<file path="config.mk">
export PLATFORM = sky130hd
export DESIGN_NAME = rgb_led_pwm_driver
export DESIGN_NICKNAME = d
export VERILOG_FILES = /design/src/hw/internal_pwm_enable_pkg.sv /design/src/hw/i2c_reg_port.sv /design/src/hw/rgb_led_pwm_driver.sv
export SDC_FILE = /design/constraint.sdc
export NUM_CORES = 1
export LEC_CHECK = 0
export CORE_UTILIZATION = 43
export DETAILED_ROUTE_END_ITERATION = 16
export DONT_BUFFER_PORTS = 1
export PLACE_DENSITY = 0.56
export SKIP_CTS_REPAIR_TIMING = 1
export SLEW_MARGIN = 20
export SYNTH_ARGS = -nofsm -noshare
export SYNTH_HDL_FRONTEND = slang
export SYNTH_SLANG_ARGS = --single-unit
</file>
<file path="constraint.sdc">
create_clock -name core_clk_i -period 9.6 [get_ports core_clk_i]
set_input_delay 1.92 -clock core_clk_i [delete_from_list [all_inputs] [get_ports core_clk_i]]
set_output_delay 1.92 -clock core_clk_i [all_outputs]
set_load 0.05 [all_outputs]
</file>
<file path="src/hw/internal_pwm_enable_pkg.sv">
/*
 Shared constants and types for the colour LED driver: register map, field
 positions, reset values, frame timing and the serial port state type.
 Assumes a 10 MHz core clock.
*/
package internal_pwm_enable_pkg;
	localparam int CLK_PERIOD_NS = 100;
	localparam int FRAME_TIME_NS = 50000;
	localparam int FRAME_CYCLES_DEF = (FRAME_TIME_NS + CLK_PERIOD_NS - 1) / CLK_PERIOD_NS;
	localparam int COUNT_W = 16;
	localparam int SHARE_DENOM = 12;
	localparam logic [2:0] INTENSITY_FULL = 3'h7;

	localparam logic [7:0] REG_CONTROL = 8'h00;
	localparam logic [7:0] REG_HUE = 8'h01;
	localparam logic [7:0] REG_SCALE = 8'h02;
	localparam logic [7:0] REG_PORT = 8'h06;

	localparam logic [7:0] CONTROL_MASK = 8'hee;
	localparam logic [7:0] HUE_MASK = 8'hff;
	localparam logic [7:0] SCALE_MASK = 8'h3f;
	localparam logic [7:0] PORT_MASK = 8'h0f;
	localparam logic [7:0] CONTROL_RESET = 8'h20;
	localparam logic [7:0] HUE_RESET = 8'h00;
	localparam logic [7:0] SCALE_RESET = 8'h00;
	localparam logic [7:0] PORT_RESET = 8'h00;

	localparam int BIT_PWM_EN = 7;
	localparam int BIT_OUT_EN = 6;
	localparam int BIT_SWITCH = 5;
	localparam int BIT_RED_EN = 3;
	localparam int BIT_GREEN_EN = 2;
	localparam int BIT_BLUE_EN = 1;
	localparam int HUE_HI = 7;
	localparam int HUE_LO = 4;
	localparam int INT_HI = 3;
	localparam int INT_LO = 1;
	localparam int BIT_OVERLAP = 0;
	localparam int RED_SCALE_LO = 4;
	localparam int GREEN_SCALE_LO = 2;
	localparam int BLUE_SCALE_LO = 0;
	localparam int BIT_EXT_PIN_EN = 0;
	localparam int BIT_RED_GATE = 3;
	localparam int BIT_GREEN_GATE = 2;
	localparam int BIT_BLUE_GATE = 1;

	localparam logic [3:0] BYTE_FULL = 4'h8;

	typedef enum logic [3:0] {
		I2C_IDLE, I2C_ADDR, I2C_AACK, I2C_PTR, I2C_PACK, I2C_WDATA, I2C_WACK, I2C_RDATA, I2C_RACK
	} i2c_state_type;
endpackage

</file>
<file path="src/hw/i2c_reg_port.sv">
/*
 Serial register port: an I2C-compatible slave with a register pointer that
 advances after each data byte, read or written.
 Assumes scl and sda are already synchronous to the core clock and that the
 core clock is well above the serial bit rate.
*/
`timescale 1ns/1ps
module i2c_reg_port #(
	parameter logic [6:0] DEV_ADDR = 7'h2c
) (
	input wire logic core_clk_i,
	input wire logic rst_i,
	input wire logic scl_i,
	input wire logic sda_i,
	output logic sda_o,
	output logic sda_oe_o,
	output logic wr_stb_o,
	output logic [7:0] wr_addr_o,
	output logic [7:0] wr_data_o,
	output logic [7:0] rd_addr_o,
	input wire logic [7:0] rd_data_i
);
	import internal_pwm_enable_pkg::*;

	typedef struct packed {
		i2c_state_type st;
		logic [3:0] bits;
		logic [7:0] sh;
		logic [7:0] ptr;
		logic rw;
		logic drive;
		logic scl_q;
		logic sda_q;
		logic wr_stb;
		logic [7:0] wr_addr;
		logic [7:0] wr_data;
	} port_state_type;

	port_state_type st, next_st;
	logic rise, fall, start, stop;

	assign rise = scl_i & ~st.scl_q;
	assign fall = ~scl_i & st.scl_q;
	assign start = scl_i & st.scl_q & st.sda_q & ~sda_i;
	assign stop = scl_i & st.scl_q & ~st.sda_q & sda_i;

	always_comb begin
		next_st = st;
		next_st.scl_q = scl_i;
		next_st.sda_q = sda_i;
		next_st.wr_stb = 1'b0;
		if (start) begin
			next_st.st = I2C_ADDR;
			next_st.bits = '0;
			next_st.drive = 1'b0;
		end else if (stop) begin
			next_st.st = I2C_IDLE;
			next_st.drive = 1'b0;
		end else if (rise) begin
			case (st.st)
				I2C_ADDR, I2C_PTR, I2C_WDATA: begin
					next_st.sh = {st.sh[6:0], sda_i};
					next_st.bits = st.bits + 4'h1;
				end
				I2C_RACK: begin
					// A not-acknowledge ends the read burst.
					if (sda_i) begin
						next_st.st = I2C_IDLE;
					end
				end
				default: begin
				end
			endcase
		end else if (fall) begin
			case (st.st)
				I2C_ADDR: begin
					if (st.bits == BYTE_FULL) begin
						if (st.sh[7:1] == DEV_ADDR) begin
							next_st.st = I2C_AACK;
							next_st.drive = 1'b1;
							next_st.rw = st.sh[0];
						end else begin
							next_st.st = I2C_IDLE;
						end
					end
				end
				I2C_PTR: begin
					if (st.bits == BYTE_FULL) begin
						next_st.st = I2C_PACK;
						next_st.drive = 1'b1;
						next_st.ptr = st.sh;
					end
				end
				I2C_WDATA: begin
					if (st.bits == BYTE_FULL) begin
						next_st.st = I2C_WACK;
						next_st.drive = 1'b1;
						next_st.wr_stb = 1'b1;
						next_st.wr_addr = st.ptr;
						next_st.wr_data = st.sh;
						next_st.ptr = st.ptr + 8'h01;
					end
				end
				I2C_AACK, I2C_RACK: begin
					if (st.st == I2C_AACK && !st.rw) begin
						next_st.st = I2C_PTR;
						next_st.bits = '0;
						next_st.drive = 1'b0;
					end else begin
						next_st.st = I2C_RDATA;
						next_st.sh = rd_data_i;
						next_st.bits = 4'h1;
						next_st.drive = ~rd_data_i[7];
					end
				end
				I2C_PACK, I2C_WACK: begin
					next_st.st = I2C_WDATA;
					next_st.bits = '0;
					next_st.drive = 1'b0;
				end
				I2C_RDATA: begin
					if (st.bits == BYTE_FULL) begin
						next_st.st = I2C_RACK;
						next_st.drive = 1'b0;
						next_st.ptr = st.ptr + 8'h01;
					end else begin
						next_st.sh = {st.sh[6:0], 1'b0};
						next_st.drive = ~st.sh[6];
						next_st.bits = st.bits + 4'h1;
					end
				end
				default: begin
				end
			endcase
		end
	end

	always_ff @(posedge core_clk_i) begin
		if (rst_i) begin
			st <= '{st: I2C_IDLE, scl_q: 1'b1, sda_q: 1'b1, default: '0};
		end else begin
			st <= next_st;
		end
	end

	// The line is only ever pulled low; a released line floats high.
	assign sda_o = 1'b0;
	assign sda_oe_o = st.drive;
	assign wr_stb_o = st.wr_stb;
	assign wr_addr_o = st.wr_addr;
	assign wr_data_o = st.wr_data;
	assign rd_addr_o = st.ptr;
endmodule

</file>
<file path="src/hw/rgb_led_pwm_driver.sv">
/*
 Colour LED driver core: control registers, 50 us PWM frame, overlapping and
 non-overlapping colour generation, direct on/off and external pulse gating.
 Assumes a 10 MHz clock, synchronous inputs, and an analog output stage that
 takes the on/off level, switch-mode select and current scale per channel.
*/
// Behaviour
// - Intensity code is logarithmic: 0 off, 1 is 1/64, each step doubles to full.
// - Hue shares apply only in non-overlapping mode.
// - Overlapping mode drives enabled channels together, brightness by duty cycle.
// - Non-overlapping splits a 50 us frame into slots; dimming shortens every slot.
// - Outputs enabled without internal PWM follow channel enables directly.
// - Switch select high gives switch mode, low gives current sink; resets to switch.
// - Current scale register holds red 5:4, green 3:2, blue 1:0.
// - Scale codes give quarter, half, three quarters and full current.
// - Pulse pin works only with pin enable and outputs enable both high.
// - Gate select bits pick gated outputs; each still needs its channel enable.
// - External pulse is active high.
// - Without PWM outputs follow the pulse; with PWM the pulse gates the waveform.
// - Enabled ungated outputs ignore the pulse level; without PWM they stay on.
// - Control register 00H: PWM bit 7, enable 6, switch 5, channels 3..1.
// - Register 01H: hue 7:4, intensity 3:1, overlap select bit 0.
// - Overlap select 1 means overlapping, 0 means non-overlapping.
// - Internal PWM frame repeats at 20 kHz from the core clock.
`timescale 1ns/1ps
module rgb_led_pwm_driver #(
	parameter int FRAME_CYCLES = internal_pwm_enable_pkg::FRAME_CYCLES_DEF,
	parameter logic [6:0] DEV_ADDR = 7'h2c
) (
	input wire logic core_clk_i,
	input wire logic rst_i,
	input wire logic scl_i,
	input wire logic sda_i,
	output logic sda_o,
	output logic sda_oe_o,
	input wire logic ext_pulse_i,
	output logic red_sink_output_o,
	output logic green_sink_output_o,
	output logic blue_sink_output_o,
	output logic switch_mode_o,
	output logic [1:0] red_current_scale_o,
	output logic [1:0] green_current_scale_o,
	output logic [1:0] blue_current_scale_o
);
	import internal_pwm_enable_pkg::*;

	typedef logic [COUNT_W-1:0] count_type;

	typedef struct packed {
		logic [7:0] control;
		logic [7:0] hue;
		logic [7:0] scale;
		logic [7:0] port;
		count_type count;
		logic [2:0] outs;
	} core_state_type;

	core_state_type st, next_st;
	logic wr_stb;
	logic [7:0] wr_addr, wr_data, rd_addr, rd_data;

	i2c_reg_port #(.DEV_ADDR(DEV_ADDR)) port_u (
		.core_clk_i(core_clk_i),
		.rst_i(rst_i),
		.scl_i(scl_i),
		.sda_i(sda_i),
		.sda_o(sda_o),
		.sda_oe_o(sda_oe_o),
		.wr_stb_o(wr_stb),
		.wr_addr_o(wr_addr),
		.wr_data_o(wr_data),
		.rd_addr_o(rd_addr),
		.rd_data_i(rd_data)
	);

	// Shares in twelfths of the frame for red, green and blue.
	function automatic logic [11:0] hue_share(input logic [3:0] code);
		unique case (code)
			4'h0: hue_share = {4'hc, 4'h0, 4'h0};
			4'h1: hue_share = {4'h0, 4'hc, 4'h0};
			4'h2: hue_share = {4'h0, 4'h0, 4'hc};
			4'h3: hue_share = {4'h6, 4'h6, 4'h0};
			4'h4: hue_share = {4'h0, 4'h6, 4'h6};
			4'h5: hue_share = {4'h6, 4'h0, 4'h6};
			4'h6: hue_share = {4'h4, 4'h4, 4'h4};
			4'h7: hue_share = {4'h6, 4'h3, 4'h3};
			4'h8: hue_share = {4'h3, 4'h6, 4'h3};
			4'h9: hue_share = {4'h3, 4'h6, 4'h3};
			4'ha: hue_share = {4'h3, 4'h3, 4'h6};
			4'hb: hue_share = {4'h9, 4'h3, 4'h0};
			4'hc: hue_share = {4'h0, 4'h9, 4'h3};
			4'hd: hue_share = {4'h3, 4'h9, 4'h0};
			4'he: hue_share = {4'h0, 4'h3, 4'h9};
			4'hf: hue_share = {4'h3, 4'h0, 4'h9};
		endcase
	endfunction

	// Integer division drops any remainder, so a frame that is not a multiple of twelve
	// leaves a few dark cycles at its end rather than stretching one slot.
	function automatic count_type slot_len(input logic [3:0] share);
		slot_len = COUNT_W'((FRAME_CYCLES * int'(share)) / SHARE_DENOM);
	endfunction

	// Each intensity step halves the on-time; code zero turns it off.
	function automatic count_type dim(input count_type len, input logic [2:0] code);
		if (code == 3'h0) begin
			dim = '0;
		end else begin
			dim = len >> (INTENSITY_FULL - code);
		end
	endfunction

	logic pwm_en, out_en, ext_active, overlap;
	logic [2:0] intensity, ch_en, gate_sel, pwm_wave, want;
	logic [11:0] share;
	count_type red_len, green_len, blue_len, full_len;

	assign pwm_en = st.control[BIT_PWM_EN];
	assign out_en = st.control[BIT_OUT_EN];
	assign ch_en = {st.control[BIT_RED_EN], st.control[BIT_GREEN_EN], st.control[BIT_BLUE_EN]};
	assign intensity = st.hue[INT_HI:INT_LO];
	assign overlap = st.hue[BIT_OVERLAP];
	assign share = hue_share(st.hue[HUE_HI:HUE_LO]);
	assign ext_active = st.port[BIT_EXT_PIN_EN] & out_en;
	assign gate_sel = {st.port[BIT_RED_GATE], st.port[BIT_GREEN_GATE], st.port[BIT_BLUE_GATE]};
	assign red_len = dim(slot_len(share[11:8]), intensity);
	assign green_len = dim(slot_len(share[7:4]), intensity);
	assign blue_len = dim(slot_len(share[3:0]), intensity);
	assign full_len = dim(COUNT_W'(FRAME_CYCLES), intensity);

	always_comb begin
		if (overlap) begin
			// All channels open at count zero and share one duty ratio.
			pwm_wave = {3{st.count < full_len}};
		end else begin
			// Slots follow each other; the dimmed remainder stays dark.
			pwm_wave[2] = st.count < red_len;
			pwm_wave[1] = st.count >= red_len && st.count < red_len + green_len;
			pwm_wave[0] = st.count >= red_len + green_len && st.count < red_len + green_len + blue_len;
		end
	end

	always_comb begin
		for (int i = 0; i < 3; i++) begin
			if (ext_active && gate_sel[i]) begin
				want[i] = ext_pulse_i & (pwm_en ? pwm_wave[i] : 1'b1);
			end else begin
				want[i] = pwm_en ? pwm_wave[i] : 1'b1;
			end
			// The enables come last so that a disabled channel stays dark whatever the pulse pin does.
			want[i] = want[i] & out_en & ch_en[i];
		end
	end

	// Unmapped addresses read as zero so that a stray read never returns stale data.
	always_comb begin
		unique case (rd_addr)
			REG_CONTROL: rd_data = st.control;
			REG_HUE: rd_data = st.hue;
			REG_SCALE: rd_data = st.scale;
			REG_PORT: rd_data = st.port;
			default: rd_data = 8'h00;
		endcase
	end

	always_comb begin
		next_st = st;
		next_st.outs = want;
		// The frame runs freely so that 500 cycles give 20 kHz.
		if (st.count == COUNT_W'(FRAME_CYCLES - 1)) begin
			next_st.count = '0;
		end else begin
			next_st.count = st.count + 1'b1;
		end
		// Reserved bits are masked on the way in, so they always read back as zero.
		if (wr_stb) begin
			unique case (wr_addr)
				REG_CONTROL: next_st.control = wr_data & CONTROL_MASK;
				REG_HUE: next_st.hue = wr_data & HUE_MASK;
				REG_SCALE: next_st.scale = wr_data & SCALE_MASK;
				REG_PORT: next_st.port = wr_data & PORT_MASK;
				default: begin
				end
			endcase
		end
	end

	always_ff @(posedge core_clk_i) begin
		if (rst_i) begin
			st <= '{control: CONTROL_RESET, hue: HUE_RESET, scale: SCALE_RESET, port: PORT_RESET, default: '0};
		end else begin
			st <= next_st;
		end
	end

	assign red_sink_output_o = st.outs[2];
	assign green_sink_output_o = st.outs[1];
	assign blue_sink_output_o = st.outs[0];
	assign switch_mode_o = st.control[BIT_SWITCH];
	// The analog sink turns each code into 1/4, 1/2, 3/4 or full current.
	assign red_current_scale_o = st.scale[RED_SCALE_LO+1:RED_SCALE_LO];
	assign green_current_scale_o = st.scale[GREEN_SCALE_LO+1:GREEN_SCALE_LO];
	assign blue_current_scale_o = st.scale[BLUE_SCALE_LO+1:BLUE_SCALE_LO];
endmodule

</file>
# Word-level counts from Yosys, hierarchy flattened
# Memory sizes are Yosys's and may differ from the RTL's. A register that Yosys moved wholly into a read port is not among the register bits.
# Cells that the tools add are included.
dict set report classes {
  n_reduce_logical 39
  div_mod_pow 3
  n_mul 3
  order_cmp 6
  bitwise 28
  mux 54
  eq_ne 37
  shift 4
  add_sub_neg 6
}
# cell count
set op_table {}
lappend op_table {{divider 32 x 5 -> 32 bit, second input constant} 3}
lappend op_table {{2-to-1 mux 16 bit} 5}
lappend op_table {{< comparator 16 bit} 4}
lappend op_table {{2-to-1 mux 12 bit} 4}
lappend op_table {{>> shifter 16 x 3 -> 16 bit} 3}
lappend op_table {{2-to-1 mux 8 bit} 5}
lappend op_table {{multiplier 7 x 4 -> 11 bit, first input constant} 3}
lappend op_table {{adder 16 bit} 2}
lappend op_table {{greater-or-equal comparator 16 bit} 2}
lappend op_table {{2-to-1 mux 4 bit} 8}
lappend op_table {{case mux 8 bit (2 select lines)} 2}
lappend op_table {{case mux 8 bit (4 select lines)} 1}
lappend op_table {{2-to-1 mux 26 bit} 1}
lappend op_table {{case mux 4 bit (6 select lines)} 1}
lappend op_table {{2-to-1 mux 21 bit} 1}
lappend op_table {{AND reduction 7 bit} 3}
lappend op_table {{!= test 5 x 1 -> 1 bit, second input constant} 4}
lappend op_table {{AND 1 bit} 17}
lappend op_table {{2-to-1 mux 17 bit} 1}
lappend op_table {{adder 16 x 1 -> 16 bit, second input constant} 1}
lappend op_table {{== test 16 x 9 -> 1 bit, second input constant} 1}
lappend op_table {{== test 4 x 3 -> 1 bit, second input constant} 4}
lappend op_table {{== test 8 x 1 -> 1 bit, second input constant} 2}
lappend op_table {{== test 8 x 2 -> 1 bit, second input constant} 2}
lappend op_table {{42 further kinds} 100}
dict set report totals {
  regBits 88
  input_bits 5
  word_cells 199
  n_memories 1
  rom_bits 192
}
# memory words word_bits read_ports rd_clocked_by_memory_dff wr line
set mem_list {}
lappend mem_list {{(name not given)} 16 12 1 1 0 rgb_led_pwm_driver.sv:78} ;# unique case (code)

# Depth between registers and ports, before layout
dict set report depth {
  ltp_word 14
  depth_mapped 53
  mapped_depth_nobuf 50
}

# Hierarchy
# A second synthesis with hierarchy kept.
dict set report hier_totals {
  hier_cells 1963
  area_unflattened_um2 14689.1
}
# mod area_each_um2 cells_per_inst instances
set modules_own_cells {}
lappend modules_own_cells {rgb_led_pwm_driver 12014.0 1625 1}
lappend modules_own_cells {i2c_reg_port 2675.1 338 1}

# Least setup slack after synthesis
# OpenSTA, ideal clock, no wires.
dict set report synth_path {
  kind {reg2reg}
  start {reg share[5] (netlist name)}
  end {reg st (netlist bit blue_sink_output_o)}
  slack_ns -0.948
  setup_ns 0.095
  arrival_ns 10.452
  path_stages_with_launch 45
  period_less_slack_ns 10.548
  path_buffers 0
  path_cell_list {dfxtp_1 fa_1 inv_1 fa_1 ha_1 nand2_1 o211a_1 o21a_1 nor2_1 inv_1 ha_1 nor2b_1 and2_1 o41a_1 a31oi_1 a211oi_1 o311a_1 o21a_1 [... 9 more ...] ha_1 fa_1 a21o_1 a21oi_1 o21bai_1 a21oi_1 o21bai_1 a21oi_1 xnor2_1 ha_1 a221oi_1 xor2_1 ha_1 a21oi_1 nor2b_1 o21ai_0 nand3_1 a221oi_1}
}
dict set report synth_via {
  elab_chain_len 14
  elab_cells_between_ends 15
  cone_classes {add/sub (2); mul (1); div (1); order compare (2); shift (1); mux (4); bitwise (3); reduce/logical (1)}
}
# element line
set synth_lines {}
lappend synth_lines {{multiplier 7 x 4 -> 11 bit (*)} rgb_led_pwm_driver.sv:101} ;# slot_len = COUNT_W'((FRAME_CYCLES * int'(share)) / SHARE_DENOM);
lappend synth_lines {{divider 32 x 5 -> 32 bit (*)} rgb_led_pwm_driver.sv:101}
lappend synth_lines {{>> shifter 16 x 3 -> 16 bit (*)} rgb_led_pwm_driver.sv:109} ;# dim = len >> (INTENSITY_FULL - code);
lappend synth_lines {{2-to-1 mux 16 bit (*)} rgb_led_pwm_driver.sv:106} ;# if (code == 3'h0) begin
lappend synth_lines {{adder 16 bit (*)} rgb_led_pwm_driver.sv:139} ;# pwm_wave[0] = st.count >= red_len + green_len && st.count < red_len + green_len + blue_len;
lappend synth_lines {{adder 16 bit} rgb_led_pwm_driver.sv:139}
lappend synth_lines {{< comparator 16 bit} rgb_led_pwm_driver.sv:139}
lappend synth_lines {{logical AND 1 bit (*)} rgb_led_pwm_driver.sv:139}
lappend synth_lines {{2-to-1 mux 3 bit (*)} rgb_led_pwm_driver.sv:132} ;# if (overlap) begin
lappend synth_lines {{2-to-1 mux 1 bit (*)} {rgb_led_pwm_driver.sv:146, rgb_led_pwm_driver.sv:148}}
lappend synth_lines {{AND 1 bit} rgb_led_pwm_driver.sv:146} ;# want[i] = ext_pulse_i & (pwm_en ? pwm_wave[i] : 1'b1);
lappend synth_lines {{2-to-1 mux 1 bit (*)} rgb_led_pwm_driver.sv:145} ;# if (ext_active && gate_sel[i]) begin
lappend synth_lines {{AND 1 bit (*) (2 in series)} rgb_led_pwm_driver.sv:151} ;# want[i] = want[i] & out_en & ch_en[i];
lappend synth_lines {{end signal: assignment} rgb_led_pwm_driver.sv:192} ;# st <= next_st;
lappend synth_lines {{end: declaration} rgb_led_pwm_driver.sv:58} ;# core_state_type st, next_st;
# Mark *: on every way between the ends. The rest lies on a longest branch, timed or not.
# A chain may end at the register's enable or synchronous reset.

# Worst setup path in the final report
dict set report layout_path {
  start {reg share[9] (netlist name)}
  end {reg st (netlist bit blue_sink_output_o)}
}
dict set report layout_via {
  elab_chain_len 14
  elab_cells_between_ends 15
  cone_classes {add/sub (2); mul (1); div (1); order compare (2); shift (1); mux (4); bitwise (3); reduce/logical (1)}
}
# element line
set layout_lines {}
lappend layout_lines {{multiplier 7 x 4 -> 11 bit (*)} rgb_led_pwm_driver.sv:101}
lappend layout_lines {{divider 32 x 5 -> 32 bit (*)} rgb_led_pwm_driver.sv:101}
lappend layout_lines {{>> shifter 16 x 3 -> 16 bit (*)} rgb_led_pwm_driver.sv:109}
lappend layout_lines {{2-to-1 mux 16 bit (*)} rgb_led_pwm_driver.sv:106}
lappend layout_lines {{adder 16 bit (*)} rgb_led_pwm_driver.sv:139}
lappend layout_lines {{adder 16 bit} rgb_led_pwm_driver.sv:139}
lappend layout_lines {{< comparator 16 bit} rgb_led_pwm_driver.sv:139}
lappend layout_lines {{logical AND 1 bit (*)} rgb_led_pwm_driver.sv:139}
lappend layout_lines {{2-to-1 mux 3 bit (*)} rgb_led_pwm_driver.sv:132}
lappend layout_lines {{2-to-1 mux 1 bit (*)} {rgb_led_pwm_driver.sv:146, rgb_led_pwm_driver.sv:148}}
lappend layout_lines {{AND 1 bit} rgb_led_pwm_driver.sv:146}
lappend layout_lines {{2-to-1 mux 1 bit (*)} rgb_led_pwm_driver.sv:145}
lappend layout_lines {{AND 1 bit (*) (2 in series)} rgb_led_pwm_driver.sv:151}
# Marks and branches as above.

==> results_dict.tcl <==
set metrics [dict create \
    status "finished, violations left" \
    violations "negative setup slack" \
    overflow 0 \
    synthTopCellsByCount "nor2_1 (201), nand2_1 (198), a21oi_1 (167)" \
    dp_slack_ps -814 \
    fp.dieH_um 186 \
    cts_buffers 9 \
    cts-root-buf "clkbuf_16" \
    worstSetupStartpoint "share[9]" \
    die_area_um2 34500 \
    max_cap_violations 0 \
    synth_cell_types 120 \
    cts_tree "built" \
    ir_worst_vdd_uv 81.2 \
    crit_arrival_ps 10370 \
    clock.fmax_mhz 99.0 \
    synth_xor_area_frac 0.0392 \
    async_flop_share 0 \
    place_hpwl_um 37200 \
    crit_path_end_kind "flip-flop" \
    place_congestion 0.932 \
    wire_per_inst_um 16.9 \
    row_count 66 \
    crit_fanout 8 \
    synthMuxAreaShare 0.0496 \
    leakage_nw 8.47 \
    m1WireLength_um 21800 \
    met3WireLength_um 1640 \
    yosysSeqAreaShare 0.138 \
    cpMaxStageDelayCell "fa_2" \
    synth_area_leaders "dfxtp_1 (14%), ha_1 (10%), a21oi_1 (5.8%), nor2_1 (5.2%), nand2_1 (5.1%)" \
    powerDensity_nw_per_um2 43.9 \
    layout_setup_ws_ps -504 \
    hp-class "flip-flop to flip-flop" \
    hp-start "port_u.wr_addr_o[4]" \
    start_kind "flip-flop" \
    dr.pass1.iters 6 \
    antenna_left 0 \
    route.met2.wl_um 23100 \
    drc 0 \
    start_util 0.441 \
    port_buffers 0 \
    stdcell_count 2819 \
    hold_viol 0 \
    clock_latency_ps 360 \
    maxSlewViolCount 0 \
    reg2reg_depth 48 \
    highest_layer "met4" \
    synth_compound_area_frac 0.325 \
    grt_usage 0.269 \
    synth.avg_cell_area_um2 7.28 \
    layout-drive-gt1-share 0.299 \
    yosys_warnings 0 \
    numClockSinks 100 \
    yosysMostFrequentCell "nor2_1" \
    area_growth_pct 32.7 \
    vias 16600 \
    h-tree-depth 3 \
    fin_crit_sh 1.05 \
    cts_max_path_buffers 2 \
    dp_cells 2781 \
    synth-edff-count 0 \
    cpPeakStageDelay_ps 600 \
    ys.flop_type "dfxtp_1" \
    max_slew_margin 0.320 \
    synth_top_family_by_area "compound AO/OA/AOI/OAI gates" \
    ys_ff_latch 100 \
    antenna_cells 0 \
    netlist_area_um2 14500 \
    rsz0062_at_grt "true" \
    worst-slew-pin-transition_ps 1000 \
    r2r_start "share[9]" \
    grt_pass1_wl_um 76700 \
    dieWidth_um 186 \
    synth_top_cell_area_share 0.138 \
    finalNetCount 2520 \
    synthCells 1993 \
    synth_top_area_cell "dfxtp_1" \
    pin_count 17 \
    synth-adder-area-share 0.137 \
    skew_ps 14.0 \
    grt_pass1_vias 15600 \
    yosys.area_share.simple 0.255 \
    first_iter_violations 1178 \
    crit_type "flip-flop to flip-flop" \
    grt_max_degree 69 \
    cp.required_ps 9870 \
    holdPathStages 2 \
    antenna_found_initial 0 \
    fin_crit_ps 10100 \
    clkTransAtPathRegs_ps 80 \
    core_um2 32900 \
    syn-num-nets 2141 \
    wirelength_um 47700 \
    setup_viol 2 \
    vias_per_cell 5.88 \
]
-- worst max-delay path: cells and delay by family, from the launching register on --
family,cells,cell delay [ps]
AOI/OAI and AO/OA,23,4370
xor gates and xnor gates,2,210
adders and majority gates,8,2740
buffers and inverters,4,430
DFF,1,370
muxes,1,360
and+or+nand+nor,10,1540
-- flip-flops by register name, indices dropped and copies added, names as in the netlist, 2 cells and up --
signal and flops:
ch_en 3, port_u.rd_addr_o 8, port_u.wr_data_o 8, share 12, intensity 3, gate_sel 3
red_current_scale_o 2, green_current_scale_o 2, port_u.st 19, st 21, blue_current_scale_o 2, port_u.wr_addr_o 8
-- worst paths after layout --
kind                                             to  slack (ps)
worst min-delay path            port_u.wr_addr_o[4]         450
worst max-delay path             blue_sink_output_o        -500
worst max register to register   blue_sink_output_o        -500
worst min register to register  port_u.wr_addr_o[4]         450
-- logic make-up (layout without fill, tap and decap cells) --
| family | count (synthesis) | count (layout) |
|---|---|---|
| other | 1 | 1 |
| flip-flops | 100 | 100 |
| AO/OA/AOI/OAI | 677 | 677 |
| XOR/XNOR | 64 | 64 |
| buffers and inverters | 201 | 585 |
| multiplexers | 67 | 67 |
| AND/OR/NAND/NOR | 738 | 738 |
| adder cells (fa/ha/maj) | 145 | 145 |
-- area by class of cell --
type                            instances  area, um2
Clock buffer                            9        225
Clock inverter                          7       73.8
Fill cell                            3189      13600
Inverter                               94        358
Multi-Input combinational cell       1692      12400
Sequential cell                       100       2020
Tap cell                              442        553
Timing Repair Buffer                  475       3580
-- layer usage --
| metal | GRT usage | vias up |
|---|---|---|
| li1 | - | 8231 |
| met1 | 0.346 | 7934 |
| met2 | 0.470 | 332 |
| met3 | 0.0280 | 69 |
| met4 | 0.0833 | 0 |
| met5 | 0 | - |
-- cell usage in the layout (no fill, tap or decap), types with 16 or more instances in the layout --
cell type,netlist,routed
a211oi_1,40,32
a21o_1,24,23
a21oi_1,167,153
a21oi_2,3,16
a31oi_1,36,31
and2_1,24,24
and3_1,18,16
buf_4,8,472
dfxtp_1,100,93
fa_1,23,18
ha_1,120,113
inv_1,86,83
mux2i_1,51,46
nand2_1,198,194
nand2b_1,28,27
nand3_1,45,45
nand4_1,30,30
nor2_1,201,196
nor2b_1,25,23
nor3_1,49,46
nor4_1,20,17
o211ai_1,31,31
o21a_1,20,18
o21ai_0,101,92
o31ai_1,22,19
or2_2,19,19
xnor2_1,42,39
xor2_1,21,21
-- metrics by stage --
stage               hold slack, ps  instance area (um2)  power, mW  setup TNS, ps   util
floorplan                      432                14800      0.472           -340      -
global placement               437                18300      0.480          -1220  0.557
CTS                            450                18600      0.852          -1430  0.566
finish                         448                19300      0.845           -735  0.586
detailed placement             438                18300      0.481          -1310  0.557
global route                   461                19300      0.874          -1830  0.586
-- where the power goes --
group,total (mW),leakage [nW],internal (mW),switching [mW]
Sequential,0.424,0.811,0.417,0.00720
Combinational,0.0495,7.52,0.0217,0.0278
Clock,0.372,0.148,0.185,0.186
Note: power is estimated with default switching activity, not from simulation.
